--- config.mk ---
export PLATFORM = sky130hd
export DESIGN_NAME = eiq_front
export DESIGN_NICKNAME = d
export VERILOG_FILES = /design/src/rtl/eiq_pkg.sv /design/src/rtl/eiq_front.sv
export VERILOG_INCLUDE_DIRS = /design/src /design/src/rtl
export SDC_FILE = /design/constraint.sdc
export NUM_CORES = 1
export LEC_CHECK = 0
export ABC_AREA = 1
export BUFFER_PORTS_ARGS = -buffer_cell sky130_fd_sc_hd__buf_4
export CORE_ASPECT_RATIO = 1.75
export CORE_UTILIZATION = 46
export DETAILED_ROUTE_END_ITERATION = 12
export PLACE_DENSITY_LB_ADDON = 0.25
export SLEW_MARGIN = 10
export SYNTH_ARGS = -nofsm -noshare
export SYNTH_HDL_FRONTEND = slang
export SYNTH_SLANG_ARGS = --single-unit
--- constraint.sdc ---
create_clock -name mclk -period 26.7 [get_ports mclk]
set_input_delay 2.67 -clock mclk [delete_from_list [all_inputs] [get_ports mclk]]
set_output_delay 2.67 -clock mclk [all_outputs]
set_load 0.02 [all_outputs]
--- src/rtl/eiq_defs.svh ---
/*
 * register offsets, field positions, reset values and vector numbers of the
 * external request front end. assumes it is included once per compile unit.
 */
// What this block does
// eight-bit flag register, bits 5..0 are line request flags, reset zero.
// software writes only zeros to flag register bits 7 and 6.
// a line flag sets when its selected sense event occurs.
// low-level mode: flag clears on handling while pin is high.
// edge modes: flag clears when that line's handling runs.
// flag clears when line starts transfer controller with select bit zero.
// writing zero to a flag clears it.
// nonmaskable and six lines can wake the device from standby.
// nonmaskable request ranks highest and ignores all masking.
// a control bit picks rising or falling edge for the nonmaskable pin.
// each line senses low level, falling, rising or both edges.
// sense codes 00 low, 01 fall, 10 rise, 11 both; reset 00.
// each line has an enable bit, reset zero, gating its request.
// detection works whatever the pin direction.
// internal source requests only when its flag and enable are both one.
// transfer start ignores control mode and processor mask.
// default ranking: lower vector number wins.
// equal programmed levels fall back to default order.
// three-bit level per module; line pairs 2/3 and 4/5 share a field. internal modules and timers all share one field, prio_int, instead.
// level 000 lowest to 111 highest; fields reset to 111.
// vector address is four times vector; nonmaskable 7, lines 16..21.
// internal vectors 24, 25, 27, 28 and timers 32..47.
// present highest pending enabled vector; keep others pending.
`ifndef EIQ_DEFS_SVH
`define EIQ_DEFS_SVH
`define EIQ_OFS_FLAGS     4'h0
`define EIQ_OFS_ENABLE    4'h1
`define EIQ_OFS_SENSE_L   4'h2
`define EIQ_OFS_SENSE_H   4'h3
`define EIQ_OFS_SYSCTL    4'h4
`define EIQ_OFS_PRIO_A    4'h5
`define EIQ_OFS_PRIO_B    4'h6
`define EIQ_OFS_PRIO_C    4'h7
`define EIQ_OFS_PRIO_D    4'h8
`define EIQ_OFS_PRIO_E    4'h9
`define EIQ_OFS_VECTOR    4'ha
`define EIQ_FLAGS_RST     8'h00
`define EIQ_ENABLE_RST    8'h00
`define EIQ_SENSE_RST     16'h0000
`define EIQ_PRIO_RST      3'h7
`define EIQ_NMI_EDGE_BIT  3
`define EIQ_VEC_NMI       7'h07
`define EIQ_VEC_LINE0     7'h10
`define EIQ_VEC_XFER_END  7'h18
`define EIQ_VEC_WDOG      7'h19
`define EIQ_VEC_BREAK     7'h1b
`define EIQ_VEC_CONV      7'h1c
`define EIQ_VEC_TIMER0    7'h20
`define EIQ_VEC_NONE      7'h00
`endif

--- src/rtl/eiq_pkg.sv ---
/*
 * types of the external request front end. assumes eiq_defs.svh alongside.
 */
package eiq_pkg;
	typedef enum logic [1:0] {
		EIQ_LOW,
		EIQ_FALL,
		EIQ_RISE,
		EIQ_BOTH
	} eiq_sense_e;

	typedef struct packed {
		logic [5:0]  flags;
		logic [5:0]  enable;
		logic [15:0] sense;
		logic        nmi_edge;
		logic [2:0]  prio_l01;
		logic [2:0]  prio_l1;
		logic [2:0]  prio_l23;
		logic [2:0]  prio_l45;
		logic [2:0]  prio_int;
		logic [7:0]  rdata;
		logic [6:0]  vector;
		logic        vec_valid;
		logic        nmi_req;
		logic        wake;
		logic [5:0]  pin_q;
		logic [5:0]  pin_prev;
		logic        nmi_q;
		logic        nmi_prev;
	} eiq_state_s;
endpackage

--- src/rtl/eiq_front.sv ---
/*
 * external request flags, sense selection, nonmaskable edge, internal
 * request gating and vector selection. assumes pins are asynchronous and
 * that the processor pulses ack with the vector it is taking.
 */
// Added by the designer: strobed register access and the placing of the registers.
`timescale 1ns/100ps
`include "eiq_defs.svh"
module eiq_front (
	// clock and reset
	input  wire logic        mclk,
	input  wire logic        rst,
	input  wire logic        ce,
	// register port
	input  wire logic [3:0]  addr,
	input  wire logic [7:0]  wdata,
	input  wire logic        wr,
	input  wire logic        rd,
	output logic      [7:0]  rdata,
	// pins
	input  wire logic [5:0]  line_pin_n,
	input  wire logic        nmi_pin,
	// internal module flags and enables
	input  wire logic [3:0]  int_flag,
	input  wire logic [3:0]  int_en,
	input  wire logic [15:0] timer_req,
	// processor and transfer controller
	input  wire logic        ack,
	input  wire logic [6:0]  ack_vector,
	input  wire logic [5:0]  xfer_start,
	input  wire logic        xfer_irq_select,
	output logic      [6:0]  vector,
	output logic             vec_valid,
	output logic             nmi_req,
	output logic             wake
);
	logic [5:0] sync1_reg;
	logic       nsync1_reg;
	eiq_pkg::eiq_state_s s_reg, s_next;
	logic [5:0] ev;
	logic [5:0] ack_line;
	logic       nmi_ev;
	logic [5:0] line_req;
	logic [2:0] best_lvl;
	logic [6:0] best_vec;
	logic       found;
	logic [25:0] src_req;
	logic [6:0]  src_vec [26];
	logic [2:0]  src_lvl [26];
	logic [5:0]  set6;
	logic [7:0]  rd_mux;

	// first synchroniser stage, read only by the second
	always_ff @(posedge mclk) begin
		if (ce) begin
			sync1_reg  <= line_pin_n;
			nsync1_reg <= nmi_pin;
		end
	end

	// sense detection per line
	always_comb begin
		for (int i = 0; i < 6; i++) begin
			case (eiq_pkg::eiq_sense_e'(s_reg.sense[2*i +: 2]))
				eiq_pkg::EIQ_LOW:  ev[i] = ~s_reg.pin_q[i];
				eiq_pkg::EIQ_FALL: ev[i] = s_reg.pin_prev[i] & ~s_reg.pin_q[i];
				eiq_pkg::EIQ_RISE: ev[i] = ~s_reg.pin_prev[i] & s_reg.pin_q[i];
				eiq_pkg::EIQ_BOTH: ev[i] = s_reg.pin_prev[i] ^ s_reg.pin_q[i];
				default:           ev[i] = 1'b0;
			endcase
			ack_line[i] = ack && ack_vector == `EIQ_VEC_LINE0 + 7'(i);
		end
		nmi_ev = s_reg.nmi_edge ? (~s_reg.nmi_prev & s_reg.nmi_q)
		                        : (s_reg.nmi_prev & ~s_reg.nmi_q);
	end

	// source table: lines, then internal modules, which all share the one prio_int level
	always_comb begin
		line_req = s_reg.flags & s_reg.enable;
		for (int i = 0; i < 6; i++) begin
			src_req[i] = line_req[i];
			src_vec[i] = `EIQ_VEC_LINE0 + 7'(i);
		end
		src_lvl[0] = s_reg.prio_l01;
		src_lvl[1] = s_reg.prio_l1;
		src_lvl[2] = s_reg.prio_l23;
		src_lvl[3] = s_reg.prio_l23;
		src_lvl[4] = s_reg.prio_l45;
		src_lvl[5] = s_reg.prio_l45;
		src_req[6] = int_flag[0] & int_en[0];
		src_req[7] = int_flag[1] & int_en[1];
		src_req[8] = int_flag[2] & int_en[2];
		src_req[9] = int_flag[3] & int_en[3];
		src_vec[6] = `EIQ_VEC_XFER_END;
		src_vec[7] = `EIQ_VEC_WDOG;
		src_vec[8] = `EIQ_VEC_BREAK;
		src_vec[9] = `EIQ_VEC_CONV;
		for (int i = 6; i < 10; i++)
			src_lvl[i] = s_reg.prio_int;
		for (int i = 0; i < 16; i++) begin
			src_req[10+i] = timer_req[i];
			src_vec[10+i] = `EIQ_VEC_TIMER0 + 7'(i);
			src_lvl[10+i] = s_reg.prio_int;
		end
	end

	// pick highest level; ties go to the lowest vector by scan order
	always_comb begin
		found    = 1'b0;
		best_lvl = 3'h0;
		best_vec = `EIQ_VEC_NONE;
		for (int i = 0; i < 26; i++) begin
			if (src_req[i] && (!found || src_lvl[i] > best_lvl)) begin
				found    = 1'b1;
				best_lvl = src_lvl[i];
				best_vec = src_vec[i];
			end
		end
	end

	// register read mux
	always_comb begin
		case (addr)
			`EIQ_OFS_FLAGS:   rd_mux = {2'b00, s_reg.flags};
			`EIQ_OFS_ENABLE:  rd_mux = {2'b00, s_reg.enable};
			`EIQ_OFS_SENSE_L: rd_mux = s_reg.sense[7:0];
			`EIQ_OFS_SENSE_H: rd_mux = s_reg.sense[15:8];
			`EIQ_OFS_SYSCTL:  rd_mux = {4'h0, s_reg.nmi_edge, 3'h0};
			`EIQ_OFS_PRIO_A:  rd_mux = {1'b0, s_reg.prio_l01, 1'b0, s_reg.prio_l1};
			`EIQ_OFS_PRIO_B:  rd_mux = {1'b0, s_reg.prio_l23, 1'b0, s_reg.prio_l45};
			`EIQ_OFS_PRIO_C:  rd_mux = {5'h00, s_reg.prio_int};
			`EIQ_OFS_VECTOR:  rd_mux = {s_reg.vec_valid, s_reg.vector};
			default:          rd_mux = 8'h00;
		endcase
	end

	// next state
	always_comb begin
		s_next = s_reg;
		s_next.pin_q    = sync1_reg;
		s_next.pin_prev = s_reg.pin_q;
		s_next.nmi_q    = nsync1_reg;
		s_next.nmi_prev = s_reg.nmi_q;
		set6 = ev;
		// clears first, then sets so a new event wins
		for (int i = 0; i < 6; i++) begin
			if (ack_line[i]) begin
				if (s_reg.sense[2*i +: 2] != 2'b00)
					s_next.flags[i] = 1'b0;
				else if (s_reg.pin_q[i])
					s_next.flags[i] = 1'b0;
			end
			if (xfer_start[i] && !xfer_irq_select)
				s_next.flags[i] = 1'b0;
		end
		if (wr && addr == `EIQ_OFS_FLAGS)
			s_next.flags = s_next.flags & wdata[5:0];
		s_next.flags = s_next.flags | set6;
		if (wr) begin
			case (addr)
				`EIQ_OFS_ENABLE:  s_next.enable = wdata[5:0];
				`EIQ_OFS_SENSE_L: s_next.sense[7:0] = wdata;
				`EIQ_OFS_SENSE_H: s_next.sense[15:8] = wdata;
				`EIQ_OFS_SYSCTL:  s_next.nmi_edge = wdata[`EIQ_NMI_EDGE_BIT];
				`EIQ_OFS_PRIO_A: begin
					s_next.prio_l01 = wdata[6:4];
					s_next.prio_l1  = wdata[2:0];
				end
				`EIQ_OFS_PRIO_B: begin
					s_next.prio_l23 = wdata[6:4];
					s_next.prio_l45 = wdata[2:0];
				end
				`EIQ_OFS_PRIO_C:  s_next.prio_int = wdata[2:0];
				default: ;
			endcase
		end
		s_next.rdata = rd ? rd_mux : 8'h00;
		// nonmaskable request held until its vector is taken
		if (ack && ack_vector == `EIQ_VEC_NMI)
			s_next.nmi_req = 1'b0;
		if (nmi_ev)
			s_next.nmi_req = 1'b1;
		if (s_next.nmi_req) begin
			s_next.vector    = `EIQ_VEC_NMI;
			s_next.vec_valid = 1'b1;
		end else begin
			s_next.vector    = best_vec;
			s_next.vec_valid = found;
		end
		s_next.wake = nmi_ev | (|ev);
	end

	// state register
	always_ff @(posedge mclk) begin
		if (rst) begin
			s_reg          <= '0;
			s_reg.flags    <= 6'(`EIQ_FLAGS_RST);
			s_reg.enable   <= 6'(`EIQ_ENABLE_RST);
			s_reg.sense    <= `EIQ_SENSE_RST;
			s_reg.prio_l01 <= `EIQ_PRIO_RST;
			s_reg.prio_l1  <= `EIQ_PRIO_RST;
			s_reg.prio_l23 <= `EIQ_PRIO_RST;
			s_reg.prio_l45 <= `EIQ_PRIO_RST;
			s_reg.prio_int <= `EIQ_PRIO_RST;
			s_reg.pin_q    <= 6'h3f;
			s_reg.pin_prev <= 6'h3f;
			s_reg.nmi_q    <= 1'b1;
			s_reg.nmi_prev <= 1'b1;
		end else if (ce) begin
			s_reg <= s_next;
		end
	end

	// outputs straight from the state register
	assign rdata     = s_reg.rdata;
	assign vector    = s_reg.vector;
	assign vec_valid = s_reg.vec_valid;
	assign nmi_req   = s_reg.nmi_req;
	assign wake      = s_reg.wake;

	// checks
	property p_flag_set;
		@(posedge mclk) disable iff (rst)
		(ce && ev[0]) |=> s_reg.flags[0];
	endproperty
	a_flag_set: assert property (p_flag_set) else $error("line0 event lost");
	property p_sw_clear;
		@(posedge mclk) disable iff (rst)
		(ce && wr && addr == `EIQ_OFS_FLAGS && !wdata[1] && !ev[1]) |=> !s_reg.flags[1];
	endproperty
	a_sw_clear: assert property (p_sw_clear) else $error("flag1 not cleared");
	property p_edge_ack;
		@(posedge mclk) disable iff (rst)
		(ce && ack_line[2] && s_reg.sense[5:4] != 2'b00 && !ev[2]) |=> !s_reg.flags[2];
	endproperty
	a_edge_ack: assert property (p_edge_ack) else $error("flag2 kept");
	property p_level_ack;
		@(posedge mclk) disable iff (rst)
		(ce && ack_line[3] && s_reg.sense[7:6] == 2'b00 && !s_reg.pin_q[3])
			|=> s_reg.flags[3];
	endproperty
	a_level_ack: assert property (p_level_ack) else $error("level flag cleared");
	property p_xfer;
		@(posedge mclk) disable iff (rst)
		(ce && xfer_start[4] && !xfer_irq_select && !ev[4]) |=> !s_reg.flags[4];
	endproperty
	a_xfer: assert property (p_xfer) else $error("flag4 kept");
	property p_nmi_first;
		@(posedge mclk) disable iff (rst)
		nmi_req |-> vector == `EIQ_VEC_NMI;
	endproperty
	a_nmi_first: assert property (p_nmi_first) else $error("nmi not first");
	property p_masked;
		@(posedge mclk) disable iff (rst)
		(ce && !nmi_req && s_reg.enable == 6'h00 && src_req[25:6] == '0)
			|=> !s_reg.vec_valid || s_reg.nmi_req;
	endproperty
	a_masked: assert property (p_masked) else $error("disabled line vectored");
	property p_rd_zero;
		@(posedge mclk) disable iff (rst)
		(ce && rd && addr == `EIQ_OFS_FLAGS) |=> rdata[7:6] == 2'b00;
	endproperty
	a_rd_zero: assert property (p_rd_zero) else $error("reserved bits set");
	property p_wake;
		@(posedge mclk) disable iff (rst)
		(ce && nmi_ev) |=> wake;
	endproperty
	a_wake: assert property (p_wake) else $error("no wake");
	property p_wake_line;
		@(posedge mclk) disable iff (rst)
		(ce && |ev) |=> wake;
	endproperty
	a_wake_line: assert property (p_wake_line) else $error("no wake on line event");
	property p_nmi_rise;
		@(posedge mclk) disable iff (rst)
		(ce && s_reg.nmi_edge && !s_reg.nmi_prev && s_reg.nmi_q) |=> nmi_req;
	endproperty
	a_nmi_rise: assert property (p_nmi_rise) else $error("rising nmi lost");
	property p_nmi_fall;
		@(posedge mclk) disable iff (rst)
		(ce && !s_reg.nmi_edge && s_reg.nmi_prev && !s_reg.nmi_q) |=> nmi_req;
	endproperty
	a_nmi_fall: assert property (p_nmi_fall) else $error("falling nmi lost");
	property p_nmi_hold;
		@(posedge mclk) disable iff (rst)
		(ce && nmi_req && !(ack && ack_vector == `EIQ_VEC_NMI)) |=> nmi_req;
	endproperty
	a_nmi_hold: assert property (p_nmi_hold) else $error("nmi dropped untaken");
	property p_fall_set;
		@(posedge mclk) disable iff (rst)
		(ce && s_reg.sense[3:2] == 2'b01 && s_reg.pin_prev[1] && !s_reg.pin_q[1]) |=> s_reg.flags[1];
	endproperty
	a_fall_set: assert property (p_fall_set) else $error("line1 fall lost");
	property p_rise_set;
		@(posedge mclk) disable iff (rst)
		(ce && s_reg.sense[5:4] == 2'b10 && !s_reg.pin_prev[2] && s_reg.pin_q[2]) |=> s_reg.flags[2];
	endproperty
	a_rise_set: assert property (p_rise_set) else $error("line2 rise lost");
	property p_low_set;
		@(posedge mclk) disable iff (rst)
		(ce && s_reg.sense[11:10] == 2'b00 && !s_reg.pin_q[5]) |=> s_reg.flags[5];
	endproperty
	a_low_set: assert property (p_low_set) else $error("line5 low lost");
	property p_xfer_keep;
		@(posedge mclk) disable iff (rst)
		(ce && xfer_start[3] && xfer_irq_select && s_reg.flags[3] && !ack_line[3]
			&& !(wr && addr == `EIQ_OFS_FLAGS)) |=> s_reg.flags[3];
	endproperty
	a_xfer_keep: assert property (p_xfer_keep) else $error("flag3 cleared with select set");
	property p_vec_map;
		@(posedge mclk) disable iff (rst)
		(vec_valid && !nmi_req) |-> (vector >= 7'h10 && vector <= 7'h2f && vector != 7'h16
			&& vector != 7'h17 && vector != 7'h1a);
	endproperty
	a_vec_map: assert property (p_vec_map) else $error("vector outside table");
	property p_line_gate;
		@(posedge mclk) disable iff (rst)
		(ce && !s_reg.enable[0] && !s_reg.nmi_req && !nmi_ev)
			|=> vector != `EIQ_VEC_LINE0;
	endproperty
	a_line_gate: assert property (p_line_gate) else $error("disabled line0 vectored");
	property p_int_gate;
		@(posedge mclk) disable iff (rst)
		(ce && !int_en[0] && !s_reg.nmi_req && !nmi_ev)
			|=> vector != `EIQ_VEC_XFER_END;
	endproperty
	a_int_gate: assert property (p_int_gate) else $error("disabled source vectored");
	property p_top_line;
		@(posedge mclk) disable iff (rst)
		(ce && !s_reg.nmi_req && !nmi_ev && line_req[0] && s_reg.prio_l01 == 3'h7)
			|=> vec_valid && vector == `EIQ_VEC_LINE0;
	endproperty
	a_top_line: assert property (p_top_line) else $error("line0 not ranked first");
	property p_reset_vals;
		@(posedge mclk)
		rst |=> s_reg.flags == 6'h00 && s_reg.enable == 6'h00 && s_reg.prio_int == `EIQ_PRIO_RST;
	endproperty
	a_reset_vals: assert property (p_reset_vals) else $error("reset values wrong");
	c_nmi:   cover property (@(posedge mclk) nmi_req);
	c_line:  cover property (@(posedge mclk) vec_valid && vector == `EIQ_VEC_LINE0);
	c_timer: cover property (@(posedge mclk) vec_valid && vector == `EIQ_VEC_TIMER0);
	c_int:   cover property (@(posedge mclk) vec_valid && vector == `EIQ_VEC_XFER_END);
	c_wake:  cover property (@(posedge mclk) wake);
endmodule

== Word-level counts from Yosys, hierarchy flattened ==
Cells that the tools add are included.

* Register bits after elaboration: 83
* Bits in read-only memories: 0
* Output and inout bits: 18
* Bits of input ports: 63
* Bits in latches: 0
* Logic and storage cells: 346
* Memories kept: 0
* Memory bits (writable): 0

* Bitwise operators: 42
* Magnitude comparators: 25
* Divide/modulo/power cells: 0
* Equal/unequal tests: 33
* Shift operators: 0
* Add/sub/neg operators: 0
* $mul: 0
* Muxes and demuxes: 114
* Reductions and logical operators: 111

{| class="wikitable"
|+ Operator list
! cell !! count
|-
| two-way mux 7 bit || 25
|-
| greater-than comparator 3 bit || 25
|-
| two-way mux 3 bit || 25
|-
| one-hot mux 8 bit (9 select lines) || 1
|-
| two-way mux 1 bit || 53
|-
| equality test 7 x 5 -> 1 bit (second input constant) || 6
|-
| logical AND 1 bit || 39
|-
| logical NOT 1 bit || 26
|-
| logical OR 1 bit || 25
|-
| equality test 2 bit (second input constant) || 12
|-
| one-hot mux 1 bit (4 select lines) || 6
|-
| AND reduction 3 bit || 7
|-
| bitwise AND 1 bit || 18
|-
| equality test 4 x 3 -> 1 bit (second input constant) || 4
|-
| two-way mux 8 bit || 2
|-
| inverter 1 bit || 14
|-
| bitwise AND 6 bit || 2
|-
| equality test 2 x 1 -> 1 bit (second input constant) || 6
|-
| logical NOT 2 bit || 6
|-
| nonzero test 2 bit || 6
|-
| equality test 4 x 2 -> 1 bit (second input constant) || 2
|-
| equality test 7 x 3 -> 1 bit (second input constant) || 1
|-
| two-way mux 6 bit || 1
|-
| bitwise OR 6 bit || 1
|-
| 7 further kinds || 12
|}

== Logic depth before layout (Yosys ltp) ==
Gate-level depths: netlist of run 1.

* Depth after elaboration: 103
* Depth in mapped cells: 262
* Gate-level depth less buffers: 251

== Least setup slack after synthesis of run 1 ==
No wires, ideal clock.

* Path type: reg2reg
* From: register s_reg[70] (netlist name)
* To: register s_reg (netlist bit vector[5])
* Setup time: 0.132 ns
* Setup slack: 2.448 ns
* Arrival time: 24.120 ns
* Data required time: 26.568 ns
* Stages on the path, launching flop included: 255
* Buffers on the path: 11
* Cells stage by stage: dfxtp_1 -> nand2_2 -> nor2_1 -> inv_1 -> ha_1 -> a21oi_1 -> nand2_1 -> nand2_1 -> nand2_1 -> nand2_2 -> nand3_1 -> o21ai_0 -> inv_1 -> ha_1 -> nand3b_1 -> nand2_1 -> nand2_1 -> nand2_1 -> [... 219 more ...] -> nand2_1 -> nand2_1 -> nand2_1 -> nand2_1 -> nand2_1 -> ha_1 -> a21oi_1 -> o21ai_0 -> nand2_1 -> o21ai_0 -> nand2_1 -> nand2_1 -> nor2_1 -> nand4_1 -> nor2_1 -> nand2_1 -> nand2_1 -> a21oi_1

* Longest elaborated chain between the ends: 103
* Elaborated cells on any way between the ends: 176
* Those cells by class: order compare (25); mux (75); bitwise (1); reduce/logical (75)

{| class="wikitable"
|+ RTL lines
! element !! RTL line !! text
|-
| start: declaration || eiq_front.sv:39 || <nowiki>eiq_pkg::eiq_state_s s_reg, s_next;</nowiki>
|-
| start signal: assignment || eiq_front.sv:210 || <nowiki>s_reg <= s_next;</nowiki>
|-
| bitwise AND 6 bit * || eiq_front.sv:79 || <nowiki>line_req = s_reg.flags & s_reg.enable;</nowiki>
|-
| two-way mux 3 bit or two-way mux 1 bit (tied branches) || eiq_front.sv:113 || <nowiki>if (src_req[i] && (!found || src_lvl[i] > best_lvl)) begin</nowiki>
|-
| greater-than comparator 3 bit or logical NOT 1 bit (tied branches) || eiq_front.sv:113 ||
|-
| logical OR 1 bit || eiq_front.sv:113 ||
|-
| logical AND 1 bit || eiq_front.sv:113 ||
|-
| two-way mux 3 bit or two-way mux 1 bit (tied branches) || eiq_front.sv:113 ||
|-
| greater-than comparator 3 bit or logical NOT 1 bit (tied branches) || eiq_front.sv:113 ||
|-
| logical OR 1 bit || eiq_front.sv:113 ||
|-
| [... 87 more ...] || n/a ||
|-
| logical OR 1 bit || eiq_front.sv:113 ||
|-
| logical AND 1 bit || eiq_front.sv:113 ||
|-
| two-way mux 3 bit or two-way mux 1 bit (tied branches) || eiq_front.sv:113 ||
|-
| greater-than comparator 3 bit or logical NOT 1 bit (tied branches) || eiq_front.sv:113 ||
|-
| logical OR 1 bit || eiq_front.sv:113 ||
|-
| logical AND 1 bit || eiq_front.sv:113 ||
|-
| two-way mux 7 bit * || eiq_front.sv:113 ||
|-
| two-way mux 8 bit * || eiq_front.sv:183 || <nowiki>if (s_next.nmi_req) begin</nowiki>
|}

Mark *: on every way between the ends. The rest lies on a longest branch, timed or not.
A chain may end at the register's enable or synchronous reset.

== Worst setup path after layout of run 1 ==
Same ends and word-level chain as after synthesis.

==> run summary, run 1 <==
# diodes: 0
Dpl hpwl: 15.5 mm
Critical Path AT: 24.62 ns
Num CTS Buffers: 9
Syn Area/Cell: 6.40 um2
DIE WIDTH: 96.6 um
CP max FO: 8
Synthesized cell area: 7210 um2
Simple-gate area share of the yosys netlist: 30.3%
Cell variety after synth: 42
Sequential area share after synthesis: 23.8%
Via density: 5.48
Setup slack after layout: 2.29 ns
Clock H-tree levels: 3
Hold Fails Final Rpt: 0
DRC: 0
Vias in the first global route: 7185
Largest family of logic cells by synthesized area: simple AND/OR/NAND/NOR gates
Worst hold path class: flop to flop
Max reg flops: 51
Top-area cell type share of the netlist area: 20.8%
Dpl ws: -0.368 ns
Starting Density: 47.1%
Clock share of power: 20.7%
Proportion of layout cells with a drive suffix above 1: 21.2%
Critical path's largest stage delay: 0.36 ns
Post-synth EDFFs: 7
WHS: 0.459 ns
Port buffer count: 79
Final Skew: 0.00909 ns
Synth area leader: dfxtp_1
CTS clk-pin slew, worst paths: 0.07 ns
Fin. max-slew vios: 0
Cts-stage hold buffer count: 0
Crit Path Category: flop to flop
WHS Path Cells: 2
Fillcell total: 1598
FF-to-FF path depth: 244
Async S/R FF share, synth: 0%
Initial DRC Count: 256
DIE HEIGHT: 168 um
Max IR drop VDD: 0.0440 mV
Maximum clock path buffer count: 2
Critical Path Most Common Cell: nand2_1
P_sw: 311 uW
Post-synthesis adder-cell area fraction: 12.0%
Crit-path slowest cell: dfxtp_4
RePlAce Congestion: 0.941
Crit share post-route: 91.4%
Row count: 60
Post-route ant nets: 0
Worst-Margin Slew: 0.882 ns
Final WL: 20.3 mm
Gate Count Post-Synth: 1126
Gr usage total: 24.5%
Reg power frac: 19.4%
Max_cap viols: 0
Area Growth Syn to Fin: 20.6%
Crit end category: flop
Leakage: 4.44 nW
CTS tree: yes
Core ar.: 15300 um2
Die footprint: 16200 um2
Min Tclk post-route: 24.41 ns
Io pins: 81
Drt pass-1 iters: 7
Cell Pwr Density: 81.9 nW/um2
Vias: 7617
CP Data Required Time: 26.91 ns
Max Clock Freq: 0.0410 GHz
Post-synthesis mux area share: 0%
Overflow left after global routing: 0
Cell Int Power: 400 uW
Crit start category: flop
Sink Count: 82
CTS root buf: clkbuf_16
Clk_lat worst skew: 0.35 ns
Pin count of the biggest net entering global routing: 56
Initial antenna violation count: 0
YS warnings: 0
Final setup viols: 0
Final Net Count: 1332
Wire per inst: 14.6 um
Synth Area in Compound Gates: 21.7%
Slew margin rel.: 41.1%
R2R Setup Slk: 2.29 ns
First-pass GRT wire length: 32.7 mm
Logic pwr share: 60.0%
Switching share of power: 43.8%
Main synth FF type: dfxtp_1
FF+latch count, synth: 82
Post-Synth XOR/XNOR Area: 0%
Run status: complete, no violations
Post-Syn Nets: 1258
Synth top area cells: dfxtp_1, nand2_1, ha_1
[what timing repair did]
action / in CTS / in global routing
buffers inserted: 0 / 32
gates resized for setup: 9 / 107
pin swaps: 0 / 63
setup endpoints to repair: 5 / 6
[per-layer routing]
layer  up-vias  GRT usage, %  wire, um
met5         -             0         0
met1      3502          24.6      7630
met2       165          48.6     11200
met3        64          2.55       547
met4         0          12.6       952
li1       3886             -         -
[synth_stat cells (all sizes together), types with 16 or more instances]
| cell | count |
|---|---|
| nor2 | 59 |
| ha | 69 |
| o211ai | 22 |
| nand2 | 312 |
| clkbuf | 22 |
| nand3 | 95 |
| dfxtp | 75 |
| inv | 150 |
| o21bai | 16 |
| buf | 28 |
| o21ai | 127 |
| a21oi | 92 |
[metrics by stage]
stage	std cells	power (mW)	TNS (ns)	utilization [%]	area (um2)
6_report	1391	0.711	0	56.7	8690
5_1_grt	1391	0.777	-0.523	56.7	8690
4_1_cts	1359	0.641	0	53.0	8120
3_5_place_dp	1343	0.486	-1.11	50.6	7750
3_3_place_gp	1343	0.480	0	50.6	7750
2_1_floorplan	1126	0.428	0	-	7210
[path summary, 6_finish.rpt]
check / startpoint / to
max reg2reg: s_reg[70] / vector[5]
min reg2reg: s_reg[63] / s_reg[63]
max: s_reg[70] / vector[5]
min: s_reg[63] / s_reg[63]
[cell type report]
cell class | instances | area (um2) | area share, %
Inverter | 155 | 588 | 6.77
Timing Repair Buffer | 113 | 848 | 9.76
Sequential cell | 82 | 1720 | 19.8
Clock buffer | 9 | 225 | 2.59
Multi-Input combinational cell | 839 | 4950 | 57.0
Clock inverter | 7 | 125 | 1.44
Tap cell | 186 | 233 | 2.68
[critical path, delay by kind of cell (launching register included)]
family | cells | cell delay [ns]
compound gates | 43 | 4.09
simple gates | 152 | 10.56
flops | 1 | 0.36
buf+inv | 24 | 1.42
fa+ha+maj | 25 | 7.76
[placed cells by master (no fill, tap or decap), types with 22 or more instances in the layout]
| master | n |
|---|---|
| a21oi_1 | 88 |
| dfxtp_1 | 73 |
| inv_1 | 140 |
| nand2_4 | 24 |
| nand2_2 | 44 |
| o211ai_1 | 22 |
| ha_1 | 63 |
| nand3_1 | 84 |
| nand2_1 | 244 |
| o21ai_0 | 94 |
| buf_4 | 113 |
| nor2_1 | 55 |
[kinds of logic after synthesis]
kind of cell / count (synthesis)
other cells: 1
flops: 82
simple gates: 488
buf+inv: 205
fa+ha+maj: 69
compound gates: 281
[power groups by stage]
stage | Combinational [mW] | Clock, mW | Sequential [mW]
detailed placement | 0.346 | 0 | 0.141
global placement | 0.340 | 0 | 0.141
global route | 0.485 | 0.153 | 0.138
finish | 0.427 | 0.147 | 0.138
floorplan | 0.289 | 0 | 0.138
CTS | 0.354 | 0.149 | 0.138
Note: power is estimated with default switching activity, not from simulation.
==> inputs of run 2 (changes only) <==
--- a/config.mk
+++ b/config.mk
@@ -9,6 +9,7 @@
 export ABC_AREA = 1
 export BUFFER_PORTS_ARGS = -buffer_cell sky130_fd_sc_hd__buf_4
 export CORE_ASPECT_RATIO = 1.75
+export CORE_MARGIN = 2
 export CORE_UTILIZATION = 46
 export DETAILED_ROUTE_END_ITERATION = 12
 export PLACE_DENSITY_LB_ADDON = 0.25
==> run 2 against run 1 <==
Effect of this change: core utilization increased by 1.3 points; global-route usage decreased by 1.6 points; final area increased by 2.8%; critical path depth decreased by 2; sequential share of layout area decreased by 0.55 points; clock skew decreased by 0.0012 ns; first-iteration DRC count increased by 27%; via count increased by 0.87%; register-to-register slack got worse by 0.38 ns; worst hold slack improved by 0.0030 ns; critical path type unchanged; largest power group unchanged; highest routed layer unchanged.
==> run summary, run 2 (same netlist as run 1, synthesis figures left out) <==
Run status: complete, no violations
Power consumption: 729 uW
Final Net Count: 1351
Core ar.: 15400 um2
Critical Path Most Common Cell: nand2_1
Starting Density: 46.8%
Final Skew: 0.00792 ns
Placed Instances: 1345
CP Data Required Time: 26.91 ns
Hold Fails Final Rpt: 0
Final Core Density: 58.1%
DIE HEIGHT: 170 um
Cell Int Power: 411 uW
Dpl ws: 0.0168 ns
Area Growth Syn to Fin: 24.0%
Clk_lat worst skew: 0.35 ns
Initial antenna violation count: 0
Initial DRC Count: 326
DRC: 0
Reg2reg end: vector[5]
Setup slack after layout: 1.92 ns
Most frequent cells in the layout: nand2_1, inv_1, buf_4
Crit start category: flop
CTS clk-pin slew, worst paths: 0.06 ns
Pin count of the biggest net entering global routing: 56
Layout Cells excl Fill: 1410
Crit share post-route: 92.8%
Maximum clock path buffer count: 2
Crit end category: flop
Port buffer count: 79
Sink Count: 82
Post-route ant nets: 0
Wire per inst: 14.5 um
Gr usage total: 22.9%
Fin. max-slew vios: 0
WHS Path Cells: 2
Most common cell after layout, fill and taps aside: nand2_1
Max Clock Freq: 0.0403 GHz
Switching share of power: 43.6%
Cell Pwr Density: 81.6 nW/um2
Critical path's largest stage delay: 0.37 ns
Max_cap viols: 0
Die footprint: 16700 um2
Crit Reg-Reg Startpoint: s_reg[64]
Dpl hpwl: 15.3 mm
Clock share of power: 18.1%
Min Tclk post-route: 24.78 ns
P_sw: 318 uW
Vias: 7683
Setup TNS: 0 ns
Leakage: 4.52 nW
Row count: 60
Worst-Margin Slew: 0.883 ns
Reg power frac: 18.9%
# diodes: 0
Proportion of layout cells with a drive suffix above 1: 25.1%
Clock H-tree levels: 3
CTS root buf: clkbuf_16
Worst hold path class: flop to flop
Num CTS Buffers: 9
Vias in the first global route: 6878
CTS tree: yes
First-pass GRT wire length: 31.3 mm
Max reg flops: 51
Hold EP: s_reg[63]
Io pins: 81
CP max FO: 8
Max IR drop VDD: 0.0488 mV
Hold_sp: s_reg[63]
Slew margin rel.: 41.1%
RePlAce Congestion: 0.952
Via density: 5.45
Drt pass-1 iters: 5
Crit Path Category: flop to flop
R2R Setup Slk: 1.92 ns
FF-to-FF path depth: 242
Final WL: 20.4 mm
Logic pwr share: 63.0%
Critical Path AT: 24.99 ns
Overflow left after global routing: 0
Crit-path slowest cell: dfxtp_2
DIE WIDTH: 98.6 um
Final setup viols: 0
## run 2: area by class of cell
cell class	instances	area (um2)
clock buffer	11	233
clock inverter	5	80.1
fill	1551	6450
inverter	155	591
multi-input combinational	839	5090
sequential	82	1720
tap	186	233
timing repair buffer	132	991
## run 2: worst max path at each step
stage	to	slack [ns]	from	depth (start not counted)
6_report	vector[5]	1.92	s_reg[64]	242
4_1_cts	vector[5]	0.03	s_reg[64]	244
3_5_place_dp	vector[5]	0.02	s_reg[64]	243
2_1_floorplan	vector[5]	2.45	s_reg[70]	254
5_1_grt	vector[5]	-0.48	s_reg[64]	246
3_3_place_gp	vector[5]	0.41	s_reg[64]	246
## run 2: per-layer routing
metal,wire length [um],GRT usage [%],vias up
li1,-,-,3914
met1,7600,22.7,3508
met2,11000,44.9,201
met3,804,2.88,60
met4,979,12.3,0
met5,0,0,-
## run 2: repair_timing
action / in CTS / in global routing
buffers inserted: 0 / 49
gates cloned: 0 / 0
hold buffers: 0 / 0
endpoints found under the setup margin: 3 / 6
pin swaps: 0 / 130
gates resized for setup: 2 / 153
## run 2: critical path, delay by kind of cell, from the launching register on
family	cells	cell delay (ns)
and+or+nand+nor	148	10.64
adders and majority gates	25	7.72
AOI/OAI and AO/OA	46	4.55
buffers and inverters	23	1.29
DFF	1	0.37
## run 2: through the flow
stage	hold WS, ns	cell area [um2]
2_1_floorplan	0.429	7210
3_3_place_gp	0.440	7770
3_5_place_dp	0.449	7770
4_1_cts	0.459	8090
5_1_grt	0.491	8930
6_report	0.462	8930
## run 2: power by group through the flow
stage	clock network, mW	logic (mW)	registers, mW
global placement	0	0.339	0.140
CTS	0.134	0.347	0.138
finish	0.132	0.459	0.138
detailed placement	0	0.343	0.140
global route	0.138	0.518	0.139
floorplan	0	0.289	0.138
